`src/verilog/pim_pkg.sv`:
```
// constants and carrier types for the process image block
package pim_pkg;
   localparam logic [15:0] PIM_IDX_OUT_MAP = 16'h1600;
   localparam logic [15:0] PIM_IDX_IN_MAP = 16'h1A00;
   localparam logic [15:0] PIM_IDX_ST_MAP = 16'h1A01;
   localparam logic [15:0] PIM_IDX_DIN = 16'h4000;
   localparam logic [15:0] PIM_IDX_FLT = 16'h4001;
   localparam logic [15:0] PIM_IDX_DOUT = 16'h5000;
   localparam logic [7:0] PIM_SUB_COUNT = 8'h00;
   localparam logic [7:0] PIM_SUB_1 = 8'h01;
   localparam logic [7:0] PIM_SUB_2 = 8'h02;
   localparam logic [7:0] PIM_OUT_MAP_CNT = 8'h02;
   localparam logic [7:0] PIM_IN_MAP_CNT = 8'h02;
   localparam logic [7:0] PIM_ST_MAP_CNT = 8'h01;
   localparam logic [7:0] PIM_DIN_CNT = 8'h02;
   localparam logic [7:0] PIM_FLT_CNT = 8'h01;
   localparam logic [7:0] PIM_DOUT_CNT = 8'h02;
   localparam logic [7:0] PIM_LEN_BYTE = 8'h08;
   localparam logic [7:0] PIM_LEN_WORD = 8'h20;
   localparam int PIM_FLT_OUT_SHORT = 0;
   localparam int PIM_FLT_OUT_SURGE = 1;
   localparam int PIM_FLT_ACT_SHORT = 2;
   localparam int PIM_FLT_ACT_UNDER = 3;
   localparam int PIM_FLT_SNS_SURGE = 4;
   localparam int PIM_FLT_SNS_UNDER = 5;
   localparam int PIM_FLT_W = 6;
   localparam int PIM_CHANNELS = 16;
   localparam int PIM_FIFO_DEPTH = 4;
   localparam logic [15:0] PIM_DOUT_RST = 16'h0000;
   localparam logic [31:0] PIM_WORD_RST = 32'h0000_0000;
   typedef struct packed {
      logic [15:0] index;
      logic [7:0] sub;
      logic [7:0] len;
   } pim_map_entry_s;
   typedef struct packed {
      logic [31:0] status;
      logic [15:0] inputs;
   } pim_in_image_s;
endpackage : pim_pkg

```
`src/verilog/pim_fifo.sv`:
```
// small synchronous fifo with valid/ready on both sides
`timescale 1ns/1ps
module pim_fifo #(
   parameter int W = 16,
   parameter int D = 4
) (
   input wire logic ref_clk,
   input wire logic rst,
   input wire logic in_valid,
   output logic in_ready,
   input wire logic [W-1:0] in_data,
   output logic out_valid,
   input wire logic out_ready,
   output logic [W-1:0] out_data
);
   localparam int AW = (D > 1) ? $clog2(D) : 1;
   localparam logic [AW:0] FULL_CNT = (AW+1)'(D);
   logic [W-1:0] mem [D];
   logic [AW-1:0] wr_ptr;
   logic [AW-1:0] rd_ptr;
   logic [AW:0] count;
   logic [AW:0] next_count;
   wire push = in_valid & in_ready;
   wire pop = out_valid & out_ready;
   assign next_count = count + (AW+1)'(push) - (AW+1)'(pop);
   assign out_data = mem[rd_ptr];
   // flags are registered so the top sees clean, flop-driven handshakes
   always_ff @(posedge ref_clk) begin
      if (rst) begin
         count <= '0;
         in_ready <= 1'b0;
         out_valid <= 1'b0;
      end else begin
         count <= next_count;
         in_ready <= next_count != FULL_CNT;
         out_valid <= next_count != '0;
      end
   end
   always_ff @(posedge ref_clk) begin
      if (rst) begin
         wr_ptr <= '0;
         rd_ptr <= '0;
      end else begin
         if (push) begin
            wr_ptr <= (wr_ptr == AW'(D - 1)) ? '0 : wr_ptr + 1'b1;
         end
         if (pop) begin
            rd_ptr <= (rd_ptr == AW'(D - 1)) ? '0 : rd_ptr + 1'b1;
         end
      end
   end
   always_ff @(posedge ref_clk) begin
      if (push) begin
         mem[wr_ptr] <= in_data;
      end
   end
endmodule : pim_fifo

```
`src/verilog/pim_process_image.sv`:
```
// cyclic process image and mapping objects of a 16-channel digital i/o slave
// Overview of operation
// - mapping entry: index in 31..16, subindex in 15..8, bit length in 7..0
// - output map reports 2 entries: 0x5000 sub 1 then sub 2, 8 bits each
// - input map reports 2 entries: 0x4000 sub 1 then sub 2, 8 bits each
// - status map reports 1 entry: 0x4001 sub 1, 32 bits
// - input byte 0 holds inputs 1..8, input 1 in bit 0
// - input byte 1 holds inputs 9..16, input 9 in bit 0
// - status bits 0..2: output short, output surge, actuator supply short
// - status bits 3..5: actuator under, sensor surge, sensor under; 31..16 reserved
// - output byte 0 from master drives outputs 1..8, output 1 from bit 0
// - output byte 1 from master drives outputs 9..16, output 9 from bit 0
// - every input image carries the four-byte status word
`timescale 1ns/1ps
module pim_process_image
   import pim_pkg::*;
#(
   parameter int CH = PIM_CHANNELS,
   parameter int DEPTH = PIM_FIFO_DEPTH
) (
   input wire logic ref_clk,
   input wire logic rst,
   input wire logic [CH-1:0] digital_input_channel,
   input wire logic [PIM_FLT_W-1:0] fault_in,
   input wire logic od_rd,
   input wire logic od_wr,
   input wire logic [15:0] od_index,
   input wire logic [7:0] od_sub,
   output logic od_ack,
   output logic od_err,
   output logic [31:0] od_rdata,
   input wire logic img_req,
   output logic img_valid,
   output pim_in_image_s img_data,
   input wire logic out_valid,
   output logic out_ready,
   input wire logic [CH-1:0] out_data,
   input wire logic out_apply,
   output logic [CH-1:0] digital_output
);
   localparam pim_map_entry_s OUT_E1 = '{PIM_IDX_DOUT, PIM_SUB_1, PIM_LEN_BYTE};
   localparam pim_map_entry_s OUT_E2 = '{PIM_IDX_DOUT, PIM_SUB_2, PIM_LEN_BYTE};
   localparam pim_map_entry_s IN_E1 = '{PIM_IDX_DIN, PIM_SUB_1, PIM_LEN_BYTE};
   localparam pim_map_entry_s IN_E2 = '{PIM_IDX_DIN, PIM_SUB_2, PIM_LEN_BYTE};
   localparam pim_map_entry_s ST_E1 = '{PIM_IDX_FLT, PIM_SUB_1, PIM_LEN_WORD};

   logic [CH-1:0] din_q;
   logic [PIM_FLT_W-1:0] flt_q;
   logic [31:0] status_word;
   logic fifo_valid;
   logic [CH-1:0] fifo_data;
   logic [31:0] rd_val;
   logic rd_hit;

   // input sampling; pins are taken as synchronous
   always_ff @(posedge ref_clk) begin
      if (rst) begin
         din_q <= '0;
         flt_q <= '0;
      end else begin
         din_q <= digital_input_channel;
         flt_q <= fault_in;
      end
   end

   // undefined status bits tied low
   assign status_word = {26'h0, flt_q};

   // input image: one cycle after a request, inputs plus status word
   always_ff @(posedge ref_clk) begin
      if (rst) begin
         img_valid <= 1'b0;
         img_data <= '0;
      end else begin
         img_valid <= img_req;
         if (img_req) begin
            img_data.inputs <= din_q;
            img_data.status <= status_word;
         end
      end
   end

   // output image path; the fifo stalls while out_apply is low
   wire fifo_pop = fifo_valid & out_apply;

   pim_fifo #(
      .W(CH),
      .D(DEPTH)
   ) u_out_fifo (
      .ref_clk(ref_clk),
      .rst(rst),
      .in_valid(out_valid),
      .in_ready(out_ready),
      .in_data(out_data),
      .out_valid(fifo_valid),
      .out_ready(out_apply),
      .out_data(fifo_data)
   );

   always_ff @(posedge ref_clk) begin
      if (rst) begin
         digital_output <= PIM_DOUT_RST;
      end else if (fifo_pop) begin
         digital_output <= fifo_data;
      end
   end

   // object dictionary decode
   wire sel_om = od_index == PIM_IDX_OUT_MAP;
   wire sel_im = od_index == PIM_IDX_IN_MAP;
   wire sel_sm = od_index == PIM_IDX_ST_MAP;
   wire sel_din = od_index == PIM_IDX_DIN;
   wire sel_flt = od_index == PIM_IDX_FLT;
   wire sel_dout = od_index == PIM_IDX_DOUT;
   wire s0 = od_sub == PIM_SUB_COUNT;
   wire s1 = od_sub == PIM_SUB_1;
   wire s2 = od_sub == PIM_SUB_2;
   wire two_sub = sel_om | sel_im | sel_din | sel_dout;
   wire one_sub = sel_sm | sel_flt;

   assign rd_hit = (two_sub & (s0 | s1 | s2)) | (one_sub & (s0 | s1));

   wire [31:0] om_val = s0 ? {24'h0, PIM_OUT_MAP_CNT} : s1 ? OUT_E1 : OUT_E2;
   wire [31:0] im_val = s0 ? {24'h0, PIM_IN_MAP_CNT} : s1 ? IN_E1 : IN_E2;
   wire [31:0] sm_val = s0 ? {24'h0, PIM_ST_MAP_CNT} : ST_E1;
   wire [31:0] din_val = s0 ? {24'h0, PIM_DIN_CNT}
                        : s1 ? {24'h0, din_q[7:0]} : {24'h0, din_q[15:8]};
   wire [31:0] flt_val = s0 ? {24'h0, PIM_FLT_CNT} : status_word;
   wire [31:0] dout_val = s0 ? {24'h0, PIM_DOUT_CNT}
                         : s1 ? {24'h0, digital_output[7:0]}
                         : {24'h0, digital_output[15:8]};

   assign rd_val = sel_om ? om_val
                 : sel_im ? im_val
                 : sel_sm ? sm_val
                 : sel_din ? din_val
                 : sel_flt ? flt_val
                 : dout_val;

   // every object is read-only, so a write only earns an error answer
   always_ff @(posedge ref_clk) begin
      if (rst) begin
         od_ack <= 1'b0;
         od_err <= 1'b0;
         od_rdata <= PIM_WORD_RST;
      end else begin
         od_ack <= od_rd | od_wr;
         od_err <= od_wr | (od_rd & ~rd_hit);
         od_rdata <= (od_rd & ~od_wr & rd_hit) ? rd_val : PIM_WORD_RST;
      end
   end

   // occupancy counted from the handshakes alone, so a stuck full flag cannot hide
   logic [3:0] held_words;
   always_ff @(posedge ref_clk) begin
      if (rst) begin
         held_words <= 4'h0;
      end else begin
         held_words <= held_words + 4'(out_valid & out_ready) - 4'(fifo_pop);
      end
   end
endmodule : pim_process_image

```
`config.mk`:
```
export PLATFORM = sky130hd
export DESIGN_NAME = pim_process_image
export DESIGN_NICKNAME = d
export VERILOG_FILES = /design/src/verilog/pim_pkg.sv /design/src/verilog/pim_fifo.sv /design/src/verilog/pim_process_image.sv
export SDC_FILE = /design/constraint.sdc
export NUM_CORES = 1
export LEC_CHECK = 0
export BUFFER_PORTS_ARGS = -buffer_cell sky130_fd_sc_hd__buf_2
export CAP_MARGIN = 30
export CORE_UTILIZATION = 35
export CTS_CLUSTER_SIZE = 24
export DETAILED_ROUTE_END_ITERATION = 10
export MAX_ROUTING_LAYER = met4
export PLACE_DENSITY = 0.62
export SETUP_SLACK_MARGIN = 0.15
export SYNTH_ARGS = -nofsm -noshare
export SYNTH_HDL_FRONTEND = slang
export SYNTH_SLANG_ARGS = --single-unit
```
`constraint.sdc`:
```
create_clock -name ref_clk -period 2.35 [get_ports ref_clk]
set_input_delay 0.1175 -clock ref_clk [delete_from_list [all_inputs] [get_ports ref_clk]]
set_output_delay 0.1175 -clock ref_clk [all_outputs]
set_load 0.03 [all_outputs]
```
==> results of run 1 <==
-- kinds of logic (layout without fill, tap and decap cells) --
family	count (synthesis)	after routing	synth area share, %
AO/OA/AOI/OAI	56	56	5.20
XOR/XNOR	3	3	0.432
adder cells (fa/ha/maj)	8	8	1.77
buffers and inverters	79	219	7.83
flip-flops	149	149	59.5
multiplexers	39	39	9.72
other	1	45	0.0616
AND/OR/NAND/NOR	189	189	15.5
-- synth_stat cells, types with 2 or more instances --
library cell and count:
dfxtp_1 85, edfxtp_1 64, nand2_1 58, nor2_1 49
buf_4 45, a21oi_1 38, nor2b_1 25, mux2i_1 22
clkbuf_1 18, mux4_2 16, nor3_1 9, nand3_1 8
ha_1 7, and3_1 6, inv_1 6, o21ai_0 6
or3_1 6, buf_1 5, nor3_2 5, a211oi_1 4
nand2b_1 4, nor3b_1 4, buf_2 3, nand4_1 3
or2_1 3, o21a_1 2, o21ai_1 2, or3b_1 2
xnor2_1 2
-- how the worst max path moves through the flow --
stage / endpoint / slack (ns) / cells past startpoint
6_report: u_out_fifo.out_valid / 0.28 / 11
5_1_grt: u_out_fifo.in_ready / 0.18 / 12
4_1_cts: u_out_fifo.out_valid / 0.22 / 11
3_5_place_dp: od_rdata[0] / 0.22 / 8
3_3_place_gp: od_rdata[0] / 0.30 / 7
2_1_floorplan: u_out_fifo.out_valid / 0.17 / 12
-- registers in the layout, summed over array words and instances, names as in the netlist, 3 cells and up --
name              flops
din_q                16
img_data             22
u_out_fifo.count      3
digital_output       16
flt_q                 6
od_rdata             13
u_out_fifo.mem       64
-- critical path, cell delays in order (launching register included) --
cell      delay (ns)
dfxtp_1         0.30
nand2_1         0.08
clkinv_2        0.08
ha_4            0.21
inv_2           0.07
ha_4            0.13
inv_2           0.03
fa_2            0.32
xor2_1          0.15
xnor2_1         0.18
nor2_1          0.08
or3_1           0.31
-- final cells by class --
| class | instances | area, um^2 |
|---|---|---|
| clock buffer | 18 | 429 |
| fill | 1519 | 8890 |
| timing repair buffer | 180 | 1140 |
| sequential | 149 | 3620 |
| multi-input combinational | 340 | 2190 |
| inverter | 7 | 27.5 |
| clock inverter | 14 | 184 |
| tap | 220 | 275 |
-- power groups by stage --
stage / sequential (mW) / combinational (mW) / clock (mW)
finish: 3.04 / 1.28 / 2.77
floorplan: 3.21 / 0.787 / 0
global placement: 3.08 / 1.18 / 0
CTS: 3.04 / 1.28 / 2.84
detailed placement: 3.09 / 1.22 / 0
global route: 3.06 / 1.40 / 2.95
-- through the flow --
stage          area, um^2  instances  hold slack (ns)
2_1_floorplan        6290        568            0.216
3_3_place_gp         6850        855            0.331
3_5_place_dp         6850        855            0.332
4_1_cts              7860        927           0.0474
5_1_grt              7870        928           0.0804
6_report             7870        928           0.0623
-- cell usage in the layout (no fill, tap or decap), types with 5 or more instances in the layout --
| cell | n |
|---|---|
| nor2b_1 | 25 |
| dlygate4sd3_1 | 40 |
| or3_1 | 6 |
| mux2i_1 | 22 |
| o21ai_0 | 6 |
| nor2_1 | 49 |
| ha_1 | 5 |
| nor3_1 | 9 |
| clkbuf_16 | 17 |
| nor3_2 | 5 |
| nand3_1 | 8 |
| dfxtp_1 | 85 |
| mux4_2 | 16 |
| edfxtp_1 | 64 |
| conb_1 | 45 |
| a21oi_1 | 38 |
| and3_1 | 6 |
| buf_2 | 123 |
| buf_4 | 17 |
| nand2_1 | 58 |
-- timing repair --
action / CTS / global route
gates resized for setup: 0 / 0
hold buffers: 40 / 0
endpoints found under the hold margin: 87 / 0
buffers inserted: 0 / 1
setup endpoints to repair: 0 / 1
-- per-layer routing --
layer  track usage (%)  vias to the layer above
met1              18.2                     2011
met5                 -                        -
met2              28.1                      153
li1                  -                     2082
met4              7.51                        0
met3              4.42                       27
==> results.yml, run 1 <==
outcome:
  status: "finished clean"
route:
  highest_layer: "met4"
  first_iter_violations: 157
  drt_wl_total_um: 13800
  dr_wl_met2_um: 6940
  wire_per_inst_um: 14.9
  drc: 0
  met3WireLength_um: 677
  final_antenna_net_count: 0
  vias: 4273
  first_pass_iters: 4
  met1_length_um: 5800
  vias_per_cell: 4.60
setup_path:
  crit-reg2reg-launch: "u_out_fifo.out_valid"
  crit_arrival_ns: 2.36
  cp_data_required_time_ns: 2.64
  startpoint: "u_out_fifo.out_valid"
  r2r_slack_ns: 0.28
  cp-end-kind: "register"
  critPathLaunchType: "register"
  r2r_cells: 11
  critPathKind: "register to register"
  critPathMaxFanout: 2
  reg2reg_to: "u_out_fifo.out_valid"
power:
  switching_share_pct: 26.5
  p_seq_share_pct: 42.8
  p_sw_mw: 1.88
  power_mw: 7.09
  pwr-share-comb_pct: 18.1
  power_density_nw_per_um2: 901
  p_int_mw: 5.21
  leakage_nw: 3.18
  vdd_drop_max_v: 0.000571
  clockPowerShare_pct: 39.1
global_routing:
  grt.overflow.total: 0
  grt_use_total_pct: 16.6
  grt_max_degree: 51
  antenna_found_initial: 0
  grt_pass1_wl_um: 21600
  grt_pass1_vias: 4218
timing:
  hold_viol: 0
  worst_slack_ns: 0.282
  fin_crit_ns: 2.07
  finClkSkew_ns: 0.00620
  fin_tns_setup_ns: 0
  setup-violations-final: 0
  timing.fmax_ghz: 0.484
  worst_pin_slew_ns: 0.712
  fin_crit_sh_pct: 88.0
  slew_headroom_pct: 52.5
  report.final.slew_viol_count: 0
  rsz0062_at_grt: "false"
synth:
  ys_types: 46
  syn_inst: 524
  synth_top_area_share_pct: 31.6
  syn_area_um2: 6090
  netlist_top_cells_area: "edfxtp_1, dfxtp_1, mux4_2, buf_4, mux2i_1"
  ys_warn_count: 0
  ys_seq_area_share_pct: 59.5
  postSynthAreaPerCell_um2: 11.6
  synth_edf_count: 64
  async_reset_ff_share_pct: 0
  synth-main-ff-cell: "dfxtp_1"
  ys_ff_latch: 149
  yosysTopAreaCell: "edfxtp_1"
die:
  core_area_um2: 16800
  dieArea_um2: 17900
  die_w_um: 134
  num_rows: 47
  pin_count: 169
  die_h_um: 134
  initial_utilization_pct: 36.3
finish:
  drive_gt1_share_pct: 28.2
  area_delta_synth_final_pct: 29.3
  fin_util_pct: 47.0
  antenna_cells: 0
  fin_nets: 772
clocking:
  cts_tree: "yes"
  cts_buffers: 17
  cts_root_buf: "clkbuf_16"
  clock_sinks: 149
  clk_latency_ns: 0.41
  htree_levels: 4
  clockBufferDepth: 2
  clkTransAtPathRegs_ns: 0.06
hold_path:
  hold_path_end: "od_err"
  hp-start: "od_sub[3]"
  hp-class: "primary input to register"
  min_path_cells: 4
placed_design:
  numPortBuffers: 123
  hpwlAfterDp_um: 10100
  post-place-ws_ns: 0.216
  gp_congestion: 0.799
run:
  drv_cap: 0
Note: power is estimated with default switching activity, not from simulation.
==> run 2: changes to the inputs <==
--- a/config.mk
+++ b/config.mk
@@ -8,6 +8,7 @@
 export BUFFER_PORTS_ARGS = -buffer_cell sky130_fd_sc_hd__buf_2
 export CAP_MARGIN = 30
 export CORE_UTILIZATION = 35
+export CTS_BUF_LIST = sky130_fd_sc_hd__clkbuf_4 sky130_fd_sc_hd__clkbuf_8
 export CTS_CLUSTER_SIZE = 24
 export DETAILED_ROUTE_END_ITERATION = 10
 export MAX_ROUTING_LAYER = met4
==> run 2 against run 1 <==
  * Non-clock buffer count is 2 higher
  * Critical endpoint unchanged
  * Highest routed layer unchanged
  * First-iteration DRC count is 23% lower
  * Core utilization is 1.0 points lower
==> results.yml, run 2 (same netlist as run 1, synthesis figures left out) <==
route:
  drt_wl_total_um: 13800
  vias: 4298
  drc: 0
  final_antenna_net_count: 0
  wire_per_inst_um: 14.8
  first_pass_iters: 6
  first_iter_violations: 121
  vias_per_cell: 4.62
setup_path:
  critPathKind: "register to register"
  reg2reg_to: "u_out_fifo.out_valid"
  critPathMaxFanout: 2
  critPathLaunchType: "register"
  cp-end-kind: "register"
  crit-reg2reg-launch: "u_out_fifo.out_valid"
  crit_end: "u_out_fifo.out_valid"
  r2r_slack_ns: 0.28
  crit_arrival_ns: 2.39
  r2r_cells: 11
  cp_data_required_time_ns: 2.67
  startpoint: "u_out_fifo.out_valid"
finish:
  final_common_cell: "buf_2"
  drive_gt1_share_pct: 28.3
  multi_input_area_um2: 2190
  layout_common_cells: "buf_2, dfxtp_1, edfxtp_1"
  n_fill_cell: 1540
  fin_cells: 930
  seqCellArea_um2: 3620
  largest_register_ffs: 64
  design_area_um2: 7700
  area_delta_synth_final_pct: 26.5
  top_regs: "u_out_fifo.mem (64), img_data (22)"
  largest-register: "u_out_fifo.mem"
  fin_util_pct: 46.0
  antenna_cells: 0
  fin_nets: 774
power:
  p_int_mw: 4.60
  pwr-share-comb_pct: 20.1
  vdd_drop_max_v: 0.000460
  clockPowerShare_pct: 32.6
  power_density_nw_per_um2: 832
  power_mw: 6.41
  switching_share_pct: 28.2
  leakage_nw: 3.10
  p_sw_mw: 1.80
  p_seq_share_pct: 47.3
timing:
  worst_pin_slew_ns: 0.707
  fin_crit_sh_pct: 88.1
  rsz0062_at_grt: "false"
  timing.fmax_ghz: 0.483
  hold_viol: 0
  slew_headroom_pct: 52.9
  report.final.slew_viol_count: 0
  fin_tns_setup_ns: 0
  finClkSkew_ns: 0.0110
  fin_crit_ns: 2.07
  setup-violations-final: 0
global_routing:
  grt_pass1_wl_um: 21500
  grt_pass1_vias: 4234
  grt.overflow.total: 0
  grt_use_total_pct: 16.4
  antenna_found_initial: 0
  grt_max_degree: 51
outcome:
  status: "finished clean"
hold_path:
  hp-class: "primary input to register"
  min_path_cells: 4
die:
  die_h_um: 134
  num_rows: 47
  die_w_um: 134
  core_area_um2: 16800
  dieArea_um2: 17900
  initial_utilization_pct: 36.3
  pin_count: 169
placed_design:
  place_area_um2: 6850
  gp_congestion: 0.799
  numPortBuffers: 123
  placed_cells: 855
  hpwlAfterDp_um: 10100
clocking:
  htree_levels: 4
  clock_sinks: 149
  cts_resized: 0
  cts_tree: "yes"
  clockBufferDepth: 2
  clk_latency_ns: 0.45
  cts_root_buf: "clkbuf_8"
  cts_buffers: 17
  clkTransAtPathRegs_ns: 0.08
run:
  drv_cap: 0
-- run 2: how the worst min path moves through the flow --
stage | slack [ns] | startpoint | end
after floorplan | 0.22 | out_data[0] | u_out_fifo.mem[0][0]
after global placement | 0.33 | out_data[2] | u_out_fifo.mem[2][2]
after detailed placement | 0.33 | digital_input_channel[0] | din_q[0]
after CTS | 0.02 | out_valid | u_out_fifo.wr_ptr[1]
after global routing | 0.08 | out_valid | u_out_fifo.wr_ptr[1]
final | 0.07 | out_valid | u_out_fifo.wr_ptr[1]
-- run 2: critical path, cell delays in order (launching register included) --
cell and delay (ns):
dfxtp_1 0.30, nand2_1 0.08, clkinv_2 0.08, ha_4 0.21, inv_2 0.07, ha_4 0.13, inv_2 0.03, fa_2 0.32
xor2_1 0.15, xnor2_1 0.18, nor2_1 0.08, or3_1 0.31
-- run 2: per-layer routing --
metal	track usage [%]	vias up	wire length, um
met5	-	-	0
met4	7.70	0	404
met3	3.82	25	732
met2	27.8	171	6880
met1	18.1	2018	5780
li1	-	2084	-
-- run 2: metrics by stage --
step / hold WS (ns) / setup WS [ns]
2_1_floorplan: 0.216 / 0.168
3_3_place_gp: 0.331 / 0.302
3_5_place_dp: 0.332 / 0.216
4_1_cts: 0.0227 / 0.219
5_1_grt: 0.0782 / 0.178
6_report: 0.0671 / 0.279
-- run 2: repair_timing --
item / 4_1_cts / 5_1_grt
buffers inserted: 0 / 1
setup endpoints to repair: 0 / 1
endpoints found under the hold margin: 88 / 0
hold buffers: 42 / 0
-- run 2: power by group through the flow --
stage          registers, mW  clock network [mW]  logic (mW)
5_1_grt                 3.06                2.24        1.40
3_5_place_dp            3.09                   0        1.22
3_3_place_gp            3.08                   0        1.18
2_1_floorplan           3.21                   0       0.787
6_report                3.03                2.09        1.29
4_1_cts                 3.04                2.14        1.28
-- run 2: area by class of cell --
cell class | instances | area share, %
repair buffers | 182 | 15.1
clock buffers | 18 | 3.13
well taps | 220 | 3.57
inverters | 7 | 0.357
clock inverters | 14 | 2.39
flip-flops and latches | 149 | 47.0
multi-input cells | 340 | 28.4
